==> config.mk <==
export PLATFORM = sky130hd
export DESIGN_NAME = sciex_exec
export DESIGN_NICKNAME = d
export VERILOG_FILES = /design/src/hdl/sciex_pkg.sv /design/src/hdl/sciex_exec.sv
export SDC_FILE = /design/constraint.sdc
export NUM_CORES = 1
export LEC_CHECK = 0
export ABC_AREA = 1
export BUFFER_PORTS_ARGS = -buffer_cell sky130_fd_sc_hd__buf_2
export CAP_MARGIN = 10
export CORE_MARGIN = 2
export CORE_UTILIZATION = 50
export CTS_CLUSTER_DIAMETER = 60
export DETAILED_ROUTE_END_ITERATION = 7
export GPL_ROUTABILITY_DRIVEN = 0
export HOLD_SLACK_MARGIN = 0.1
export PLACE_DENSITY = 0.73
export SYNTH_ARGS = -nofsm -noshare
export SYNTH_HDL_FRONTEND = slang
export SYNTH_SLANG_ARGS = --single-unit
==> constraint.sdc <==
create_clock -name i_clk_sys -period 7.85 [get_ports i_clk_sys]
set_clock_uncertainty 0.1 [all_clocks]
set_input_delay 0.3925 -clock i_clk_sys [delete_from_list [all_inputs] [get_ports i_clk_sys]]
set_output_delay 0.3925 -clock i_clk_sys [all_outputs]
set_load 0.01 [all_outputs]
==> src/hdl/sciex_pkg.sv <==
/*
 Shared constants and carriers for the instruction execute slice.
 Assumes a 16-bit instruction word and 32-bit general registers.
*/
package sciex_pkg;
   localparam int unsigned DATA_W  = 32;
   localparam int unsigned SHORT_IMMEDIATE_W  = 5;
   localparam int unsigned LONG_IMMEDIATE_W = 11;
   localparam int unsigned GPR_W   = 5;
   localparam int unsigned CTL_W   = 4;
   localparam int unsigned CWP_W   = 5;
   // Instruction field positions
   localparam int unsigned F_A_LSB   = 0;
   localparam int unsigned F_B_LSB   = 5;
   localparam int unsigned F_K_LSB   = 0;
   localparam int unsigned F_RW_LSB  = 5;
   localparam int unsigned F_RW_W    = 11;
   localparam int unsigned F_RI5_LSB = 10;
   localparam int unsigned F_RI5_W   = 6;
   localparam int unsigned F_PFX_LSB = 11;
   localparam int unsigned F_PFX_W   = 5;
   localparam int unsigned SIGN_BIT  = 31;
   localparam int unsigned INSN_W    = 16;
   localparam int unsigned HALF_W    = 16;
   // Opcodes, upper bits of the word; restore is matched on the whole word
   localparam logic [5:0]  OP_MOVE_UPPER = 6'h1b;
   localparam logic [5:0]  OP_MOVE_SMALL = 6'h0d;
   localparam logic [5:0]  OP_OR_REG     = 6'h10;
   localparam logic [5:0]  OP_OR_IMM     = 6'h18;
   localparam logic [4:0]  OP_PREFIX     = 5'h13;
   localparam logic [10:0] OP_MULTIPLY_STEP      = 11'h3f4;
   localparam logic [10:0] OP_MUL        = 11'h3f3;
   localparam logic [10:0] OP_NEG        = 11'h3e1;
   localparam logic [10:0] OP_NOT        = 11'h3e0;
   localparam logic [10:0] OP_CONTROL_READ_OP      = 11'h3f9;
   localparam logic [10:0] OP_RLC        = 11'h3e5;
   localparam logic [15:0] OP_RESTORE    = 16'h7da0;
   localparam logic [CTL_W-1:0] CTL_STATUS = 4'h0;
   localparam logic [7:0]  TRAP_WIN_OVF = 8'h02;

   typedef struct packed {
      logic              n;
      logic              v;
      logic              z;
      logic              c;
   } sciex_flags_type;

   typedef struct packed {
      logic              valid;
      logic [15:0]       word;
      logic [DATA_W-1:0] a_val;
      logic [DATA_W-1:0] b_val;
      logic [DATA_W-1:0] r0_val;
      logic [DATA_W-1:0] ctl_val;
   } sciex_issue_type;

   typedef struct packed {
      logic              wr;
      logic [GPR_W-1:0]  idx;
      logic [DATA_W-1:0] data;
   } sciex_write_type;
endpackage : sciex_pkg
==> src/hdl/sciex_exec.sv <==
/*
 Execute slice: decodes one issued instruction per valid cycle and produces
 the register write, flag update, window move and trap one cycle later.
 Assumes the fetch stage supplies operands read by the decoded indices.
*/
`timescale 1ns/1ps
// Overview of operation
// - Upper-half move writes prefix:imm into bits 31..16, keeps low half.
// - Small move without prefix loads zero-extended 5-bit immediate.
// - Small move after prefix loads zero-extended prefix:imm 16-bit value.
// - Multiply step shifts register zero left, adds source if bit 31 set.
// - Multiply writes low16 of r0 times low16 of source into r0.
// - Product low half is correct for signed and unsigned operands.
// - Negate writes zero minus the register.
// - Invert complements every bit of the register.
// - Prefix stores its 11-bit immediate into the prefix register.
// - Every non-prefix instruction clears the prefix register.
// - Control read without prefix copies the status register.
// - Control read after prefix copies the control register named by it.
// - Window restore raises the window pointer by one.
// - Restore at the upper bound raises window overflow trap 2.
// - Rotate left through carry: carry into bit 0, bit 31 into carry.
// - Rotate sets carry from old bit 31, keeps other flags.
module sciex_exec (
   input  wire logic                          i_clk_sys,
   input  wire logic                          i_srst,
   input  wire sciex_pkg::sciex_issue_type    i_issue,
   input  wire logic [sciex_pkg::CWP_W-1:0]   i_window_upper_bound,
   output logic [sciex_pkg::GPR_W-1:0]        o_a_idx,
   output logic [sciex_pkg::GPR_W-1:0]        o_b_idx,
   output logic [sciex_pkg::CTL_W-1:0]        o_ctl_idx,
   output sciex_pkg::sciex_write_type         o_wr,
   output sciex_pkg::sciex_flags_type         o_flags,
   output logic [sciex_pkg::CWP_W-1:0]        o_window_pointer,
   output logic                               o_trap,
   output logic [7:0]                         o_trap_num,
   output logic [sciex_pkg::LONG_IMMEDIATE_W-1:0]      o_prefix
);
   ////////////////////////////////////////////////////////////////////////
   typedef struct packed {
      logic [sciex_pkg::LONG_IMMEDIATE_W-1:0] prefix;
      logic                          prefixed;
      logic [sciex_pkg::CTL_W-1:0]   ctl_idx;
      sciex_pkg::sciex_write_type    wr;
      sciex_pkg::sciex_flags_type    flags;
      logic [sciex_pkg::CWP_W-1:0]   window_pointer;
      logic                          trap;
      logic [7:0]                    trap_num;
   } sciex_state_type;

   sciex_state_type state;
   sciex_state_type next_state;

   // Instruction classes seen by the execute stage
   typedef enum logic [3:0] {
      EX_NONE    = 4'b0000,
      EX_PREFIX  = 4'b0001,
      EX_MOVE_UP = 4'b0010,
      EX_MOVE_SM = 4'b0011,
      EX_OR      = 4'b0100,
      EX_RESTORE = 4'b0101,
      EX_MULTIPLY_STEP   = 4'b0110,
      EX_MUL     = 4'b0111,
      EX_NEG     = 4'b1000,
      EX_NOT     = 4'b1001,
      EX_CONTROL_READ_OP   = 4'b1010,
      EX_RLC     = 4'b1011
   } sciex_class_type;

   sciex_class_type op_class;

   logic [sciex_pkg::INSN_W-1:0]   w;
   logic [sciex_pkg::SHORT_IMMEDIATE_W-1:0]   short_immediate;
   logic [sciex_pkg::DATA_W-1:0]   ext_imm;
   logic [sciex_pkg::DATA_W-1:0]   res;

   // Combined prefix:immediate, zero-extended to a word
   function automatic logic [sciex_pkg::DATA_W-1:0] pfx_imm(
      input logic [sciex_pkg::LONG_IMMEDIATE_W-1:0] k,
      input logic [sciex_pkg::SHORT_IMMEDIATE_W-1:0]  i5);
      pfx_imm = {{sciex_pkg::HALF_W{1'b0}}, k, i5};
   endfunction : pfx_imm

   // Sorts a word into its class; the OR form must match the prefix state
   function automatic sciex_class_type decode_class(
      input logic [sciex_pkg::INSN_W-1:0] word,
      input logic                         prefix_op);
      logic [sciex_pkg::F_RI5_W-1:0] op6;
      logic [sciex_pkg::F_RW_W-1:0]  op11;
      op6  = word[sciex_pkg::F_RI5_LSB +: sciex_pkg::F_RI5_W];
      op11 = word[sciex_pkg::F_RW_LSB +: sciex_pkg::F_RW_W];
      if (word[sciex_pkg::F_PFX_LSB +: sciex_pkg::F_PFX_W] ==
          sciex_pkg::OP_PREFIX) begin
         decode_class = EX_PREFIX;
      end else if (op6 == sciex_pkg::OP_MOVE_UPPER) begin
         decode_class = EX_MOVE_UP;
      end else if (op6 == sciex_pkg::OP_MOVE_SMALL) begin
         decode_class = EX_MOVE_SM;
      end else if ((op6 == sciex_pkg::OP_OR_REG && !prefix_op) ||
                   (op6 == sciex_pkg::OP_OR_IMM && prefix_op)) begin
         decode_class = EX_OR;
      end else if (word == sciex_pkg::OP_RESTORE) begin
         decode_class = EX_RESTORE;
      end else if (op11 == sciex_pkg::OP_MULTIPLY_STEP) begin
         decode_class = EX_MULTIPLY_STEP;
      end else if (op11 == sciex_pkg::OP_MUL) begin
         decode_class = EX_MUL;
      end else if (op11 == sciex_pkg::OP_NEG) begin
         decode_class = EX_NEG;
      end else if (op11 == sciex_pkg::OP_NOT) begin
         decode_class = EX_NOT;
      end else if (op11 == sciex_pkg::OP_CONTROL_READ_OP) begin
         decode_class = EX_CONTROL_READ_OP;
      end else if (op11 == sciex_pkg::OP_RLC) begin
         decode_class = EX_RLC;
      end else begin
         decode_class = EX_NONE;
      end
   endfunction : decode_class

   assign w               = i_issue.word;
   assign short_immediate = w[sciex_pkg::F_B_LSB +: sciex_pkg::SHORT_IMMEDIATE_W];
   assign ext_imm         = pfx_imm(state.prefix, short_immediate);

   // Operand indices to the register file, decoded combinationally; control index is registered
   assign o_a_idx   = w[sciex_pkg::F_A_LSB +: sciex_pkg::GPR_W];
   assign o_b_idx   = w[sciex_pkg::F_B_LSB +: sciex_pkg::GPR_W];
   assign o_ctl_idx = state.ctl_idx;

   ////////////////////////////////////////////////////////////////////////
   always_comb begin
      next_state          = state;
      next_state.wr.wr    = 1'b0;
      next_state.trap     = 1'b0;
      next_state.wr.idx   = o_a_idx;
      op_class            = decode_class(w, state.prefixed);
      res                 = i_issue.a_val;
      if (i_issue.valid) begin
         next_state.prefix   = '0;
         next_state.prefixed = 1'b0;
         next_state.ctl_idx  = sciex_pkg::CTL_STATUS;
         case (op_class)
            EX_PREFIX: begin
               // Back-to-back prefixes are undefined; the later one wins
               next_state.prefix   = w[sciex_pkg::F_K_LSB +:
                                       sciex_pkg::LONG_IMMEDIATE_W];
               next_state.prefixed = 1'b1;
               next_state.ctl_idx  = w[sciex_pkg::F_K_LSB +:
                                       sciex_pkg::CTL_W];
            end
            EX_MOVE_UP: begin
               res = {ext_imm[sciex_pkg::HALF_W-1:0],
                      i_issue.a_val[sciex_pkg::HALF_W-1:0]};
               next_state.wr.wr = 1'b1;
            end
            EX_MOVE_SM: begin
               res = ext_imm;
               next_state.wr.wr = 1'b1;
            end
            EX_OR: begin
               res = i_issue.a_val |
                     (state.prefixed ? ext_imm : i_issue.b_val);
               next_state.wr.wr   = 1'b1;
               next_state.flags.n = res[sciex_pkg::SIGN_BIT];
               next_state.flags.z = (res == '0);
            end
            EX_RESTORE: begin
               next_state.window_pointer = state.window_pointer + 1'b1;
               if (state.window_pointer == i_window_upper_bound) begin
                  next_state.trap     = 1'b1;
                  next_state.trap_num = sciex_pkg::TRAP_WIN_OVF;
               end
            end
            EX_MULTIPLY_STEP: begin
               res = {i_issue.r0_val[sciex_pkg::SIGN_BIT-1:0], 1'b0} +
                     (i_issue.r0_val[sciex_pkg::SIGN_BIT] ?
                      i_issue.a_val : '0);
               next_state.wr.idx = '0;
               next_state.wr.wr  = 1'b1;
            end
            EX_MUL: begin
               // Low half agrees for signed and unsigned operands
               res = {{sciex_pkg::HALF_W{1'b0}},
                      i_issue.r0_val[sciex_pkg::HALF_W-1:0]} *
                     {{sciex_pkg::HALF_W{1'b0}},
                      i_issue.a_val[sciex_pkg::HALF_W-1:0]};
               next_state.wr.idx = '0;
               next_state.wr.wr  = 1'b1;
            end
            EX_NEG: begin
               res = '0 - i_issue.a_val;
               next_state.wr.wr = 1'b1;
            end
            EX_NOT: begin
               res = ~i_issue.a_val;
               next_state.wr.wr = 1'b1;
            end
            EX_CONTROL_READ_OP: begin
               res = i_issue.ctl_val;
               next_state.wr.wr = 1'b1;
            end
            EX_RLC: begin
               res = {i_issue.a_val[sciex_pkg::SIGN_BIT-1:0],
                      state.flags.c};
               next_state.flags.c =
                  i_issue.a_val[sciex_pkg::SIGN_BIT];
               next_state.wr.wr = 1'b1;
            end
            default: begin
               res = i_issue.a_val;
            end
         endcase
      end
      next_state.wr.data = res;
   end

   always_ff @(posedge i_clk_sys) begin
      if (i_srst) begin
         state <= '0;
      end else begin
         state <= next_state;
      end
   end

   assign o_wr             = state.wr;
   assign o_flags          = state.flags;
   assign o_window_pointer = state.window_pointer;
   assign o_trap           = state.trap;
   assign o_trap_num       = state.trap_num;
   assign o_prefix         = state.prefix;
endmodule : sciex_exec

Word level (Yosys, flattened, before mapping)
Cells that the tools add are included.
{ "totals": {"regBits": 64, "output_inout_bits": 81, "wordCells": 77} }
{ "op_classes": {"n_addsub": 3, "mul": 1, "n_eq_ne": 24, "muxes": 20, "bitwise": 4, "n_reduce_logical": 13} }
{ "ops": {"columns": ["op", "count"], "rows": [
  ["32-bit case mux with 9 select lines", 1],
  ["32-bit 2-to-1 mux", 3],
  ["11-bit by 10-bit == test with 1-bit output, second input constant", 6],
  ["4-bit 2-to-1 mux", 11],
  ["32-bit adder", 1],
  ["32-bit logical NOT", 1],
  ["16-bit by 16-bit multiplier with 32-bit output", 1],
  ["32-bit NOT", 1],
  ["32-bit bitwise OR", 1],
  ["1-bit by 32-bit subtractor with 32-bit output, first input constant", 1],
  ["6-bit by 5-bit == test with 1-bit output, second input constant", 3],
  ["16-bit by 15-bit == test with 1-bit output, second input constant", 1],
  ["4-bit by 3-bit == test with 1-bit output, second input constant", 4],
  ["4-bit == test, second input constant", 4],
  ["16-bit 2-to-1 mux", 1],
  ["5-bit 2-to-1 mux", 2],
  ["9-bit 2-to-1 mux", 1],
  ["9-bit OR reduction", 1],
  ["4-bit by 2-bit == test with 1-bit output, second input constant", 2],
  ["6-bit by 4-bit == test with 1-bit output, second input constant", 1],
  ["2-bit AND reduction", 3],
  ["5-bit by 1-bit adder with 5-bit output, second input constant", 1],
  ["5-bit == test", 1],
  ["5-bit == test, second input constant", 1],
  ["9 further kinds", 12]
]} }

Logic depth before layout (Yosys ltp)
{ "logic_depth": {"word_depth": 16, "depth_mapped": 30, "ltp_nobuf": 28} }

Worst setup path after synthesis
Ideal clock, no wire load.
{ "synth_timing": {"path_kind": "input to register", "startpoint": "input i_issue[103] (netlist bit)", "endpoint": "register state (netlist bit o_wr[28])", "arrival_time_ns": 5.543, "required_time_ns": 7.635, "slack_ns": 2.092, "cell_stages": 26, "cell_sequence": "clkbuf_1 clkbuf_1 nand2_1 fa_1 inv_1 fa_1 inv_1 fa_1 inv_1 fa_1 fa_1 inv_1 fa_1 inv_1 ha_1 nand2_1 inv_1 a21oi_1 o21bai_1 nand2_1 and2_0 nand3_1 nand2_1 o21ai_0 nor2_1 nor2_1"} }
{ "synth_via": {"elab_chain_cells": 4, "elab_cells_between_ends": 6, "cone_classes": "add/sub: 2; mul: 1; mux: 3"} }
{ "synth_rtl": {"columns": ["item", "line_no", "source"], "rows": [
  ["start, declared", "sciex_exec.sv:27", "input wire sciex_pkg::sciex_issue_type i_issue,"],
  ["parallel branches: the longest is 2 deep, another holds 16-bit by 16-bit multiplier with 32-bit output", null, null],
  ["32-bit case mux with 9 select lines *", "sciex_exec.sv:142", "case (op_class)"],
  ["32-bit 2-to-1 mux *", "sciex_exec.sv:138", "if (i_issue.valid) begin"],
  ["end signal, assigned", "sciex_exec.sv:221", "state <= next_state;"],
  ["end, declared", "sciex_exec.sv:51", "sciex_state_type state;"]
]} }
Every way passes the cells marked *.
A chain may end at the register's enable or synchronous reset.

Final worst setup path
{ "layout_timing": {"startpoint": "input i_issue[102] (netlist bit)", "endpoint": "register state (netlist bit o_wr[23])"} }
Same word-level chain as after synthesis.

==> summary.txt <==
max-cap violation count = 0
sequential cell area fraction in the yosys report = 0.0690
highest attainable clock frequency = 170 MHz
detailed placement HPWL = 48700 µm
cell count after synthesis = 2774
critical-path maximum fanout = 22
DRC = 11
number of buffers inserted by port buffering = 224
clock buffers created by TritonCTS = 9
leakage power total = 10.7 nW
WS Path Type = input port to flip-flop
Setup Total Neg Slack = 0 ps
final layout net count = 3317
Final Hold Vio Count = 0
initial antenna violation count = 2
final critical path time including I/O delays and setup = 5890 ps
final worst path period share = 0.751
number of setup buffers added after CTS = 0
quantity of gates resized following cts = 0
global-route wire length before repair = 95600 µm
vias after detailed routing = 18.7k
Worst EP arrival = 6090 ps
most common library cell in the layout ignoring fill and taps = nand2_1
cell count after placement = 3278
unrepaired setup endpoints after global routing = false
CTS tree = done
part of the total power dissipated in the clock network = 0.075
type of element capturing the critical path = flip-flop
final worst slack = 1960 ps
number of DRC violations after detailed-routing iteration 0 = 2496
pin count of the biggest net entering global routing = 45
Pint = 2.50 mW
classification of the worst-slack hold path = input port to flip-flop
overflow left after global routing = 0
detail-routed net length per standard cell = 18.5 µm
vias in the first global route = 18.1k
Die W = 191 µm
Worst Setup Start Kind = input port
total of warnings raised by yosys = 0
DIE HEIGHT = 191 µm
syn avg cell area = 6.27 µm²
Least-Margin Pin Slew = 1120 ps
Main synth FF type = dfxtp_1
post-synthesis instance area = 17400 µm²
commonest cells after routing, fill and taps aside = 783 x nand2_1, 597 x inv_1, 224 x buf_2
Synth-to-Final Area Change = 5.99%
post-cts hold buffer count = 0
Vias per Instance = 5.68
violations in the final reports = DRC
Net Switching = 3.68 mW
max_slew headroom = 0.249
Placement Rows = 68
Routed Wire Length = 61000 µm
cell chosen for the clock root = clkbuf_16
share of total power in combinational logic = 0.873
proportion of register bits with asynchronous set or reset after synthesis = 0
data required time of the worst path = 8050 ps
Peak VDD IR = 0.514 mV
count of placed standard cells in the final layout, fillers left out = 3295
sequential share of power = 0.052
Pwr per Cell Area = 334 nW/µm²
effective utilization at floorplan = 0.506
number of synthesized flops with an enable pin = 0
number of clock sinks = 60
Clk pin slew, worst setup/hold paths = 60 ps
combined global-route utilization of all metal layers = 0.337
number of pins with negative max-slew slack in the final report = 0
worst slack, placed = 1720 ps
H-tree levels = 3
latest clock arrival within the worst-skew pair = 350 ps
count of unique library cells instantiated by Yosys = 51
total core area = 34400 µm²
Clock Tree Buf Depth = 2
first-pass iteration count of the detailed router = 8
run status = complete, but fails checks
fraction of power spent switching nets = 0.596
total of endpoints with negative setup slack in the final report = 0
Total Die Area = 36300 µm²
top-level I/O count = 233
layout cell share with drive strength beyond 1 = 0.0990
Routed Antenna Nets = 0
#FFs+latches synth = 60
-- per-stage QoR --
step / cell area [µm²] / util / power (mW) / hold slack (ps)
after floorplan: 17400 / - / 4.24 / 336
after global placement: 18100 / 0.527 / 5.44 / 347
after detailed placement: 18100 / 0.527 / 5.52 / 352
after CTS: 18400 / 0.537 / 6.01 / 227
after global routing: 18400 / 0.537 / 6.85 / 245
final: 18400 / 0.537 / 6.17 / 230
-- state kept, by name, summed over array words and instances, names as in the netlist --
| signal | flops |
|---|---|
| o_trap | 1 |
| o_prefix | 11 |
| state | 1 |
| o_window_pointer | 5 |
| o_trap_num | 1 |
| o_flags | 3 |
| o_wr | 38 |
-- cells in the mapped netlist, drive strengths merged (12+ instances only) --
cell type,n,share of area
nor3,38,0.012
o22ai,29,0.010
inv,602,0.13
nand4,45,0.017
clkbuf,78,0.017
ha,136,0.098
buf,107,0.043
a21oi,100,0.029
nand2,785,0.17
o211ai,17,0.0073
xor2,19,0.0096
nor4,15,0.0054
fa,195,0.22
nor2,194,0.043
or2,17,0.0061
o21ai,74,0.021
nand3,187,0.056
nand3b,12,0.0052
dfxtp,60,0.069
-- kinds of logic after synthesis --
kind of cell | after synthesis | share of synthesized area
buffers and inverters | 791 | 0.191
adder cells (fa/ha/maj) | 331 | 0.322
AO/OA/AOI/OAI | 265 | 0.0883
AND/OR/NAND/NOR | 1299 | 0.316
XOR/XNOR | 27 | 0.0136
other | 1 | 0.000215
flip-flops | 60 | 0.0690
-- path summary, 6_finish.rpt --
check | slack (ps) | cells past startpoint | end | startpoint
worst max-delay path | 1960 | 24 | o_wr[23] | i_issue[102]
worst min-delay path | 230 | 3 | o_wr[32] | i_issue[128]
worst max register to register | 4610 | 8 | o_flags[1] | state[60]
worst min register to register | 360 | 2 | o_trap_num[1] | o_trap_num[1]
-- per-layer routing --
layer	track usage	up-vias	part of all wire
met5	0	-	0.00015
met4	0.124	2	0.044
met3	0.0918	238	0.13
met2	0.519	1198	0.43
met1	0.452	8735	0.39
li1	-	8558	-
-- power groups by stage --
stage / registers [mW] / logic, mW / clock network [mW]
floorplan: 0.325 / 3.91 / 0
global placement: 0.329 / 5.11 / 0
detailed placement: 0.328 / 5.19 / 0
CTS: 0.322 / 5.23 / 0.454
global route: 0.322 / 6.06 / 0.469
finish: 0.323 / 5.39 / 0.462
-- final cells by class --
type	instances	area, µm²
well taps	455	569
diodes	1	2.50
flip-flops and latches	60	1200
fillers	3516	15900
inverters	606	2280
multi-input cells	1930	12900
clock buffers	11	253
clock inverters	5	83.8
repair buffers	227	1140
-- worst max-delay path, cell delays in order --
cell and delay [ps]:
buf_2 510, nand2_1 110, inv_1 90, fa_1 410, inv_1 80, fa_1 430
fa_1 520, inv_1 60, fa_1 480, fa_1 490, inv_1 50, fa_1 480
inv_1 40, ha_1 350, a21oi_1 320, o21ai_0 200, a21oi_1 240, nand2_1 120
a21o_1 190, nand2_1 60, nand2_1 50, nor2_1 230, nor2_1 80, nor2_1 80
Note: power is estimated with default switching activity, not from simulation.
